===== config.mk =====
export PLATFORM = sky130hd
export DESIGN_NAME = cstt_trigger
export DESIGN_NICKNAME = d
export VERILOG_FILES = /design/src/cstt_pkg.sv /design/src/cstt_trigger.sv
export SDC_FILE = /design/constraint.sdc
export NUM_CORES = 2
export LEC_CHECK = 0
export BUFFER_PORTS_ARGS = -buffer_cell sky130_fd_sc_hd__buf_2
export CAP_MARGIN = 20
export CORE_MARGIN = 3
export CORE_UTILIZATION = 55
export CTS_CLUSTER_SIZE = 12
export DETAILED_ROUTE_END_ITERATION = 7
export GPL_ROUTABILITY_DRIVEN = 0
export PLACE_DENSITY = 0.78
export SYNTH_ARGS = -nofsm -noshare
export SYNTH_HDL_FRONTEND = slang
export SYNTH_SLANG_ARGS = --single-unit
export TNS_END_PERCENT = 50

===== constraint.sdc =====
create_clock -name pclk -period 25.1 [get_ports pclk]
set_input_delay 2.51 -clock pclk [delete_from_list [all_inputs] [get_ports pclk]]
set_output_delay 2.51 -clock pclk [all_outputs]
set_load 0.01 [all_outputs]

===== src/cstt_pkg.sv =====
// Constants and types for the counter sample trigger timing block
// Behaviour
// - Frame mode: each completed process-data exchange starts a counter sample.
// - Frame mode: that sample is offered to the next retrieving frame.
// - Clock mode: the local clock unit starts samples at a constant period.
// - Clock mode: sample instants align to the time base within 100 ns.
// - Clock mode: the sync0 pulse starts each cyclic counter acquisition.
// - Shift is loadable only at startup, then frozen until reset.
// - Input-aligned mode places sync before the frame using the input shift.
// - Plain clock mode fires sync shortly after the frame has passed.
// - Position becomes available about 80 us after each sync event.
// - Provision duration is measured on request and reported in a register.
// - Positive shift delays query; late finish means no fresh value that cycle.
// - Negative shift queries earlier, giving older values and more margin.
// - Sampling period is a whole multiple of the bus cycle time.
// - User-defined period in ns up to 32 bits is accepted.
// - Sync shift is set in ns steps relative to the global sync.
// - With input reference set, the input shift adds to the sync shift.
// - Sync0 generation is enabled whenever a clock-synchronous mode runs.
// - Sync1 configuration has no effect on counter sampling.
package cstt_pkg;
	localparam logic [7:0] ADDR_CTRL = 8'h00;
	localparam logic [7:0] ADDR_CYCLE = 8'h04;
	localparam logic [7:0] ADDR_MULT = 8'h08;
	localparam logic [7:0] ADDR_SHIFT = 8'h0C;
	localparam logic [7:0] ADDR_INSHIFT = 8'h10;
	localparam logic [7:0] ADDR_MEAS = 8'h14;
	localparam logic [7:0] ADDR_HELD = 8'h18;
	localparam logic [7:0] ADDR_STATUS = 8'h1C;
	localparam int CLK_NS = 25;
	localparam logic [31:0] NS_STEP = 32'h0000_0019;
	localparam int PROV_US = 80;
	localparam int PROV_CYC = (PROV_US * 1000) / CLK_NS;
	localparam logic [11:0] PROV_LAST = 12'(PROV_CYC - 1);
	localparam logic [31:0] CYCLE_RST = 32'h003D_0900;
	localparam logic [31:0] MULT_RST = 32'h0000_0001;
	localparam int CTRL_MODE_LO = 0;
	localparam int CTRL_RUN = 2;
	localparam int CTRL_INREF = 3;
	localparam int CTRL_SYNC1 = 4;
	localparam int CTRL_MEAS = 5;
	typedef enum logic [1:0] {
		MODE_FRAME,
		MODE_DC,
		MODE_INPUT
	} cstt_mode_t;
	typedef enum logic {
		PH_IDLE,
		PH_PROV
	} cstt_phase_t;
	typedef struct packed {
		logic psel;
		logic penable;
		logic pwrite;
		logic [7:0] paddr;
		logic [31:0] pwdata;
	} cstt_apb_req_t;
	typedef struct packed {
		logic [31:0] prdata;
		logic pready;
		logic pslverr;
	} cstt_apb_rsp_t;
endpackage


===== src/cstt_trigger.sv =====
// Counter sample trigger timing with APB register access
//
// The address map and the APB register port are this design's own decisions.
`timescale 1ns/1ps
`default_nettype none
module cstt_trigger import cstt_pkg::*; (
	// Clock and reset
	input wire logic pclk,
	input wire logic presetn,
	// APB slave
	input wire cstt_apb_req_t apb_req,
	output cstt_apb_rsp_t apb_rsp,
	// Fieldbus frame events
	input wire logic frame_done,
	input wire logic frame_fetch,
	// Encoder counter
	input wire logic [31:0] enc_count,
	// Process data and sync
	output logic [31:0] pd_value,
	output logic pd_fresh,
	output logic sync0,
	output logic sync0_en
);
	typedef struct packed {
		cstt_mode_t mode;
		logic run;
		logic inref;
		logic sync1_cfg;
		logic meas_en;
		logic [31:0] cycle;
		logic [31:0] mult;
		logic [31:0] shift;
		logic [31:0] inshift;
		logic [31:0] now;
		logic [31:0] next_evt;
		cstt_phase_t phase;
		logic [11:0] pcnt;
		logic [31:0] snap;
		logic [31:0] meas;
		logic ready;
		logic [31:0] ready_val;
		logic [31:0] pd;
		logic fresh;
		logic missed;
		logic sync0;
		logic sync0_en;
		cstt_apb_rsp_t rsp;
	} cstt_state_t;

	cstt_state_t st_r;
	cstt_state_t st_nxt;
	logic setup;
	logic wr;
	logic [31:0] period;
	logic [31:0] shift_tot;
	logic dc_hit;
	logic trig;
	logic [31:0] rdata;

	assign setup = apb_req.psel && !apb_req.penable;
	assign wr = apb_req.psel && apb_req.penable && st_r.rsp.pready && apb_req.pwrite;

	// Zero multiplier selects the user-defined period in ns
	assign period = (st_r.mult == 32'h0) ? st_r.cycle
		: 32'(st_r.mult * st_r.cycle);

	// Input shift joins only where inputs must lead the frame
	assign shift_tot = (st_r.mode == MODE_INPUT || (st_r.mode == MODE_DC && st_r.inref))
		? 32'(st_r.shift + st_r.inshift) : st_r.shift;

	// Signed distance survives wrap of the 32-bit ns time base
	assign dc_hit = st_r.run && st_r.mode != MODE_FRAME
		&& $signed(st_r.now - st_r.next_evt) >= 0;

	assign trig = (st_r.run && st_r.mode == MODE_FRAME && frame_done)
		|| dc_hit;

	always_comb begin
		unique case (apb_req.paddr)
			ADDR_CTRL: begin
				rdata = {26'h0, st_r.meas_en, st_r.sync1_cfg, st_r.inref, st_r.run,
					st_r.mode};
			end
			ADDR_CYCLE: begin
				rdata = st_r.cycle;
			end
			ADDR_MULT: begin
				rdata = st_r.mult;
			end
			ADDR_SHIFT: begin
				rdata = st_r.shift;
			end
			ADDR_INSHIFT: begin
				rdata = st_r.inshift;
			end
			ADDR_MEAS: begin
				rdata = st_r.meas;
			end
			ADDR_HELD: begin
				rdata = st_r.pd;
			end
			ADDR_STATUS: begin
				rdata = {28'h0, st_r.missed, st_r.fresh, st_r.ready,
					st_r.phase == PH_PROV};
			end
			default: begin
				rdata = 32'h0;
			end
		endcase
	end

	always_comb begin
		st_nxt = st_r;
		st_nxt.now = 32'(st_r.now + NS_STEP);
		st_nxt.sync0 = 1'b0;
		st_nxt.rsp.pready = setup;
		st_nxt.rsp.pslverr = 1'b0;
		if (setup) begin
			st_nxt.rsp.pslverr = apb_req.paddr[1:0] != 2'b00 || apb_req.paddr > ADDR_STATUS;
		end
		// Read data launched with pready so it stands in the access cycle
		st_nxt.rsp.prdata = 32'h0;
		if (setup && !apb_req.pwrite) begin
			st_nxt.rsp.prdata = rdata;
		end
		// Configuration only while stopped: frozen once running, except meas_en below
		if (wr && !st_r.run) begin
			unique case (apb_req.paddr)
				ADDR_CTRL: begin
					st_nxt.mode = (apb_req.pwdata[1:0] > 2'h2) ? MODE_FRAME
						: cstt_mode_t'(apb_req.pwdata[CTRL_MODE_LO +: 2]);
					st_nxt.inref = apb_req.pwdata[CTRL_INREF];
					st_nxt.sync1_cfg = apb_req.pwdata[CTRL_SYNC1];
					st_nxt.meas_en = apb_req.pwdata[CTRL_MEAS];
					st_nxt.run = apb_req.pwdata[CTRL_RUN];
				end
				ADDR_CYCLE: begin
					st_nxt.cycle = apb_req.pwdata;
				end
				ADDR_MULT: begin
					st_nxt.mult = apb_req.pwdata;
				end
				ADDR_SHIFT: begin
					st_nxt.shift = apb_req.pwdata;
				end
				ADDR_INSHIFT: begin
					st_nxt.inshift = apb_req.pwdata;
				end
				default: begin
				end
			endcase
			// First event one period after start, moved by the shift
			if (apb_req.paddr == ADDR_CTRL && apb_req.pwdata[CTRL_RUN]) begin
				st_nxt.next_evt = 32'(st_r.now + period + shift_tot);
				st_nxt.sync0_en = apb_req.pwdata[1:0] == 2'h1
					|| apb_req.pwdata[1:0] == 2'h2;
			end
		end
		// Measurement enable may toggle while running
		if (wr && st_r.run && apb_req.paddr == ADDR_CTRL) begin
			st_nxt.meas_en = apb_req.pwdata[CTRL_MEAS];
		end
		if (dc_hit) begin
			st_nxt.next_evt = 32'(st_r.next_evt + period);
			st_nxt.sync0 = 1'b1;
		end
		// Retrieving frame takes what is ready; late provision is missed
		// Fetch handled first so a sample completing in the same cycle survives
		if (frame_fetch && st_r.run) begin
			if (st_r.ready) begin
				st_nxt.pd = st_r.ready_val;
				st_nxt.fresh = 1'b1;
				st_nxt.ready = 1'b0;
			end else begin
				st_nxt.fresh = 1'b0;
				st_nxt.missed = 1'b1;
			end
		end
		// A trigger during provision restarts it on the newer sample
		if (trig) begin
			st_nxt.snap = enc_count;
			st_nxt.phase = PH_PROV;
			st_nxt.pcnt = 12'h0;
		end else if (st_r.phase == PH_PROV) begin
			st_nxt.pcnt = st_r.pcnt + 12'h1;
			if (st_r.pcnt == PROV_LAST) begin
				st_nxt.phase = PH_IDLE;
				st_nxt.ready = 1'b1;
				st_nxt.ready_val = st_r.snap;
				if (st_r.meas_en) begin
					st_nxt.meas = 32'(({20'h0, st_r.pcnt} + 32'h1) * NS_STEP);
				end
			end
		end
	end

	always_ff @(posedge pclk or negedge presetn) begin
		if (!presetn) begin
			st_r <= '0;
			st_r.cycle <= CYCLE_RST;
			st_r.mult <= MULT_RST;
		end else begin
			st_r <= st_nxt;
		end
	end

	assign apb_rsp = st_r.rsp;
	assign pd_value = st_r.pd;
	assign pd_fresh = st_r.fresh;
	assign sync0 = st_r.sync0;
	assign sync0_en = st_r.sync0_en;

	sync_mode_a: assert property (@(posedge pclk) disable iff (!presetn)
		sync0 |-> sync0_en) else $error("sync0 outside clock mode");
	shift_frozen_a: assert property (@(posedge pclk) disable iff (!presetn)
		$past(st_r.run) |-> $stable(st_r.shift) && $stable(st_r.mode))
		else $error("config changed while running");
	frame_sample_a: assert property (@(posedge pclk) disable iff (!presetn)
		st_r.run && st_r.mode == MODE_FRAME && frame_done |=> st_r.snap == $past(enc_count))
		else $error("frame did not sample");
	prov_time_a: assert property (@(posedge pclk) disable iff (!presetn)
		trig ##1 (!trig && !frame_fetch) [*8] |-> !st_r.ready || $past(st_r.ready, 9))
		else $error("data ready too early");
	prov_done_a: assert property (@(posedge pclk) disable iff (!presetn)
		st_r.phase == PH_PROV && st_r.pcnt == PROV_LAST && !trig |=> st_r.ready
		&& st_r.ready_val == $past(st_r.snap)) else $error("provision not finished");
	fetch_hold_a: assert property (@(posedge pclk) disable iff (!presetn)
		frame_fetch && st_r.run && st_r.ready |=> pd_value == $past(st_r.ready_val)
		&& pd_fresh) else $error("fetch did not deliver");
	late_miss_a: assert property (@(posedge pclk) disable iff (!presetn)
		frame_fetch && st_r.run && !st_r.ready |=> !pd_fresh && $stable(pd_value))
		else $error("late value offered");
	period_step_a: assert property (@(posedge pclk) disable iff (!presetn)
		dc_hit |=> st_r.next_evt == $past(st_r.next_evt) + $past(period))
		else $error("period step wrong");
	sync_align_a: assert property (@(posedge pclk) disable iff (!presetn)
		dc_hit |-> $signed(st_r.now - st_r.next_evt) < 32'sd100)
		else $error("sync late by 100 ns");
	no_frame_dc_a: assert property (@(posedge pclk) disable iff (!presetn)
		st_r.mode != MODE_FRAME && !dc_hit |=> $stable(st_r.snap) || $past(trig))
		else $error("sample without sync0");
	apb_ready_a: assert property (@(posedge pclk) disable iff (!presetn)
		apb_req.psel && !apb_req.penable |=> apb_rsp.pready)
		else $error("no ready in access");

	ready_pulse_a: assert property (@(posedge pclk) disable iff (!presetn)
		apb_rsp.pready
		|=> !apb_rsp.pready)
		else $error("ready held too long");

	err_with_ready_a: assert property (@(posedge pclk) disable iff (!presetn)
		apb_rsp.pslverr
		|-> apb_rsp.pready)
		else $error("error without ready");

	err_unmapped_a: assert property (@(posedge pclk) disable iff (!presetn)
		setup && apb_req.paddr > ADDR_STATUS
		|=> apb_rsp.pslverr)
		else $error("unmapped access not flagged");

	held_read_a: assert property (@(posedge pclk) disable iff (!presetn)
		setup && !apb_req.pwrite && apb_req.paddr == ADDR_HELD
		|=> apb_rsp.prdata == $past(st_r.pd))
		else $error("held value read wrong");

	run_sticky_a: assert property (@(posedge pclk) disable iff (!presetn)
		st_r.run
		|=> st_r.run)
		else $error("run dropped without reset");

	mode_legal_a: assert property (@(posedge pclk) disable iff (!presetn)
		1'b1
		|-> st_r.mode inside {MODE_FRAME, MODE_DC, MODE_INPUT})
		else $error("illegal mode held");

	cfg_frozen_a: assert property (@(posedge pclk) disable iff (!presetn)
		st_r.run
		|=> $stable(st_r.cycle) && $stable(st_r.mult) && $stable(st_r.inshift))
		else $error("timing config changed while running");

	en_mode_a: assert property (@(posedge pclk) disable iff (!presetn)
		st_r.sync0_en
		|-> st_r.run && st_r.mode != MODE_FRAME)
		else $error("sync enabled in frame mode");

	en_on_a: assert property (@(posedge pclk) disable iff (!presetn)
		st_r.run && st_r.mode != MODE_FRAME
		|-> st_r.sync0_en)
		else $error("sync not enabled in clock mode");

	frame_no_sync_a: assert property (@(posedge pclk) disable iff (!presetn)
		st_r.mode == MODE_FRAME
		|-> !sync0)
		else $error("sync pulse in frame mode");

	sync_trig_a: assert property (@(posedge pclk) disable iff (!presetn)
		dc_hit
		|=> sync0 && st_r.snap == $past(enc_count))
		else $error("sync event did not sample");

	hit_en_a: assert property (@(posedge pclk) disable iff (!presetn)
		dc_hit
		|-> st_r.sync0_en)
		else $error("sync event while disabled");

	idle_no_trig_a: assert property (@(posedge pclk) disable iff (!presetn)
		!st_r.run
		|=> $stable(st_r.snap))
		else $error("sample taken while stopped");

	snap_only_trig_a: assert property (@(posedge pclk) disable iff (!presetn)
		!trig
		|=> $stable(st_r.snap))
		else $error("sample without trigger");

	busy_after_trig_a: assert property (@(posedge pclk) disable iff (!presetn)
		trig
		|=> st_r.phase == PH_PROV && st_r.pcnt == 12'h0)
		else $error("provision not restarted");

	count_step_a: assert property (@(posedge pclk) disable iff (!presetn)
		st_r.phase == PH_PROV && !trig && st_r.pcnt != PROV_LAST
		|=> st_r.phase == PH_PROV && st_r.pcnt == $past(st_r.pcnt) + 12'h1)
		else $error("provision count skipped");

	count_bound_a: assert property (@(posedge pclk) disable iff (!presetn)
		st_r.phase == PH_PROV
		|-> st_r.pcnt <= PROV_LAST)
		else $error("provision count overrun");

	idle_quiet_a: assert property (@(posedge pclk) disable iff (!presetn)
		st_r.phase == PH_IDLE && !trig
		|=> st_r.phase == PH_IDLE && $stable(st_r.ready_val))
		else $error("idle provision moved");

	meas_value_a: assert property (@(posedge pclk) disable iff (!presetn)
		st_r.phase == PH_PROV && st_r.pcnt == PROV_LAST && !trig && st_r.meas_en
		|=> st_r.meas == 32'(PROV_CYC * CLK_NS))
		else $error("measured duration wrong");

	meas_hold_a: assert property (@(posedge pclk) disable iff (!presetn)
		!st_r.meas_en
		|=> $stable(st_r.meas))
		else $error("measurement without request");

	fetch_only_a: assert property (@(posedge pclk) disable iff (!presetn)
		!(frame_fetch && st_r.run)
		|=> $stable(pd_fresh) && $stable(pd_value))
		else $error("process data moved without fetch");

	ready_clear_a: assert property (@(posedge pclk) disable iff (!presetn)
		frame_fetch && st_r.run && st_r.ready && !(st_r.phase == PH_PROV && !trig)
		|=> !st_r.ready)
		else $error("ready kept after fetch");

	missed_sticky_a: assert property (@(posedge pclk) disable iff (!presetn)
		st_r.missed
		|=> st_r.missed)
		else $error("missed flag cleared");

	next_hold_a: assert property (@(posedge pclk) disable iff (!presetn)
		st_r.run && !dc_hit
		|=> $stable(st_r.next_evt))
		else $error("event time moved between events");

	now_step_a: assert property (@(posedge pclk) disable iff (!presetn)
		st_r.run
		|=> st_r.now == 32'($past(st_r.now) + NS_STEP))
		else $error("time base step wrong");

	inref_off_a: assert property (@(posedge pclk) disable iff (!presetn)
		st_r.mode == MODE_DC && !st_r.inref
		|-> shift_tot == st_r.shift)
		else $error("input shift used without reference");

	input_add_a: assert property (@(posedge pclk) disable iff (!presetn)
		st_r.mode == MODE_INPUT
		|-> shift_tot == 32'(st_r.shift + st_r.inshift))
		else $error("input shift missing");
endmodule
`default_nettype wire


==> impl_metrics.ini <==
[outcome]
run_status = complete, no violations

[route]
ant_nets = 0
wl_mm = 109.2
dr.pass1.iters = 6
drtIter0Drc = 2534
routedWlPerCell_um = 22.62
drc = 0
num_vias = 28990
avgViaCountPerCell = 6.007

[die]
die_w_um = 269.8
start_util = 0.5569
die-height_um = 269.8
ios = 148
core_area_mm2 = 0.06871
dieArea_mm2 = 0.07277
rows = 96

[clocking]
clockRootBuffer = clkbuf_16
postCtsSetupRepairBufs = 0
cts_buffers = 38
cts-resized-gates = 0
hold_buffers = 0
h-tree-depth = 2
cts_tree = done
clock_path_buffers = 3
clk-insertion-delay-late_ps = 560
clk_pin_slew_ps = 60
clock-sinks = 364

[final_layout]
drive_gt1_frac = 0.1328
areaGrowthSynthToFinish_pct = 6.154
nets = 4689
fill_cells = 5646
instances_no_fill = 4826
design_area_mm2 = 0.04062

[synth]
netlist_area_mm2 = 0.03826
syn_area_per_cell_um2 = 9.857
synth_seq_cells = 364
ys_types = 70
syn_inst = 3882
synthesis.nets = 4703
synth_edf_count = 0
synthArstFlopShare = 1.000
synth_seq_area_share = 0.2383
synth_flop_cell = dfrtp_1
synth_warnings = 0

[critical_path]
cp-end-kind = register
max_stage_delay_ps = 1160
cp.required_ps = 25530
critPathArrivalTime_ps = 10710
critPathLaunchType = register
worst-path-max-fanout = 29
crit_top_cell = fa_1
cp_slowest_cell = dfrtp_1
crit_type = reg2reg

[grt]
grt_usage = 0.3012
overflow = 0
antenna_found_initial = 7
grt_first_pass_wirelength_mm = 171.9
grt_max_degree = 81
first_global_vias = 30330

[timing]
rsz0062_at_grt = no
slew_headroom = 0.1818
layout_worst_path_cycle_share = 0.4095
hold_viol = 0
fmax_ghz = 0.09729
maxSlewViolCount = 0
setup_violations = 0
clock_skew_ps = 16.89
period_needed_ps = 10280
max_slew.worst_pin.slew_ps = 1227
fin_tns_setup_ps = 0

[place]
placed_cell_area_mm2 = 0.03938
hpwlAfterDp_mm = 81.70
placed_cells = 4758
port_buffers = 147

[power]
p_leak_nw = 20.71
powerDensity_mw_per_mm2 = 54.59
ir_drop_mv = 0.1796

[run]
cap_violations = 0

[hold_path]
hold_class = reg2reg
## critical path: cells and delay by family, from the launching register on
family | cells | cell delay, ps
adders and majority gates | 11 | 5320
AOI/OAI and AO/OA | 8 | 2190
DFF | 1 | 1160
and+or+nand+nor | 4 | 800
xor gates and xnor gates | 3 | 580
buffers and inverters | 2 | 110
## state kept, by name (all words and copies together), names as in the netlist
name,cells
sync0,1
apb_rsp,34
pd_value,32
sync0_en,1
pd_fresh,1
st_r,295
## final timing paths
| kind | startpoint | slack, ps | depth (start not counted) | to |
|---|---|---|---|---|
| worst max-delay path | st_r[346]$_DFFE_PN0P_ | 14820 | 28 | st_r[211]$_DFFE_PN0P_ |
| worst min-delay path | st_r[88]$_DFFE_PN0P_ | 500 | 1 | pd_value[18]$_DFFE_PN0P_ |
| worst max register to register | st_r[346]$_DFFE_PN0P_ | 14820 | 28 | st_r[211]$_DFFE_PN0P_ |
| worst min register to register | st_r[88]$_DFFE_PN0P_ | 500 | 1 | pd_value[18]$_DFFE_PN0P_ |
| max in group asynchronous | presetn | 20850 | 3 | st_r[99]$_DFFE_PN0P_ |
| min in group asynchronous | presetn | 1950 | 1 | sync0$_DFF_PN0_ |
## Yosys cell counts, drive strengths merged, types with 4 or more instances
cell type / count / area [um2]
nand3: 30 / 150.1
nor4: 12 / 75.07
o31ai: 4 / 35.03
buf: 83 / 570.6
inv: 489 / 1836
dfstp: 8 / 210.2
o21a: 10 / 75.07
ha: 292 / 3654
a31oi: 33 / 221.5
and2: 289 / 1808
dfrtp: 356 / 8909
nand4: 18 / 112.6
or3: 8 / 50.05
a21o: 69 / 518.0
o211ai: 11 / 82.58
and3: 21 / 131.4
nor2b: 14 / 87.58
fa: 450 / 9009
nand2b: 24 / 150.1
nor3: 18 / 95.09
o221ai: 6 / 52.55
o21ai: 113 / 565.5
clkbuf: 166 / 623.1
a211o: 4 / 35.03
xor2: 99 / 867.1
mux2i: 14 / 140.1
o21bai: 22 / 165.2
nor3b: 7 / 52.55
nand2: 402 / 1509
mux2: 246 / 2770
a222oi: 5 / 50.05
xnor2: 136 / 1199
a22oi: 79 / 593.1
a211oi: 18 / 135.1
a221oi: 6 / 52.55
a22o: 4 / 35.03
a21oi: 152 / 760.7
nor2: 118 / 442.9
## placed cells by master, fill, tap and decap left out, types with 8 or more instances in the layout
cell type	instances
a211oi_1	18
a21o_1	69
a21oi_1	152
a22oi_1	79
a31oi_1	32
and2_1	289
and3_1	21
buf_2	146
buf_4	47
clkbuf_1	15
clkbuf_16	39
dfrtp_1	356
dfstp_2	8
fa_1	450
ha_1	292
inv_1	489
mux2_2	246
mux2i_1	13
nand2_1	402
nand2b_1	24
nand3_1	30
nand4_1	18
nor2_1	112
nor2b_1	14
nor3_1	16
nor4_1	12
o211ai_1	11
o21a_1	10
o21ai_0	112
o21bai_1	22
or3_1	8
xnor2_1	135
xor2_1	99
## routing by layer
metal | routed length, um | track usage | vias to the layer above
met5 | 13 | 0 | -
met4 | 7706 | 0.1774 | 2
met3 | 10610 | 0.06131 | 381
met2 | 48950 | 0.4718 | 1534
met1 | 41880 | 0.3896 | 14510
li1 | - | - | 12570
## power by group
part | total, mW | leakage [nW] | switching, mW | internal (mW)
clock | 0.577 | 0.595 | 0.242 | 0.334
combinational | 1.03 | 15.2 | 0.547 | 0.480
sequential | 0.614 | 4.89 | 0.0168 | 0.598
## layout make-up
| class | instances | area (um2) | share of cell area |
|---|---|---|---|
| clock buffer | 56 | 1060 | 0.02609 |
| tap | 931 | 1165 | 0.02868 |
| antenna | 2 | 5.005 | 0.0001232 |
| sequential | 364 | 9119 | 0.2245 |
| multi-input combinational | 2780 | 26160 | 0.6441 |
| inverter | 489 | 1836 | 0.04519 |
| timing repair buffer | 195 | 1106 | 0.02723 |
| clock inverter | 9 | 167.7 | 0.004128 |
## logic make-up after synthesis
group           count (synthesis)  synth area share
simple gates                  970            0.1239
fa+ha+maj                     742            0.3309
buf+inv                       738           0.07917
compound gates                571           0.09647
flops                         364            0.2383
mux                           260           0.07606
xor+xnor                      237           0.05516
## through the flow
| stage | power, mW | utilization | hold WS [ps] | setup WS (ps) |
|---|---|---|---|---|
| after global placement | 1.626 | 0.5731 | 475.4 | 15160 |
| after global routing | 2.388 | 0.5911 | 517.3 | 14280 |
| final | 2.217 | 0.5912 | 501.0 | 14820 |
| after detailed placement | 1.647 | 0.5731 | 486.1 | 15040 |
| after CTS | 2.232 | 0.5910 | 502.6 | 14980 |
| after floorplan | 1.447 | - | 443.6 | 16130 |
No activity file was read; power rests on OpenSTA's default activity.
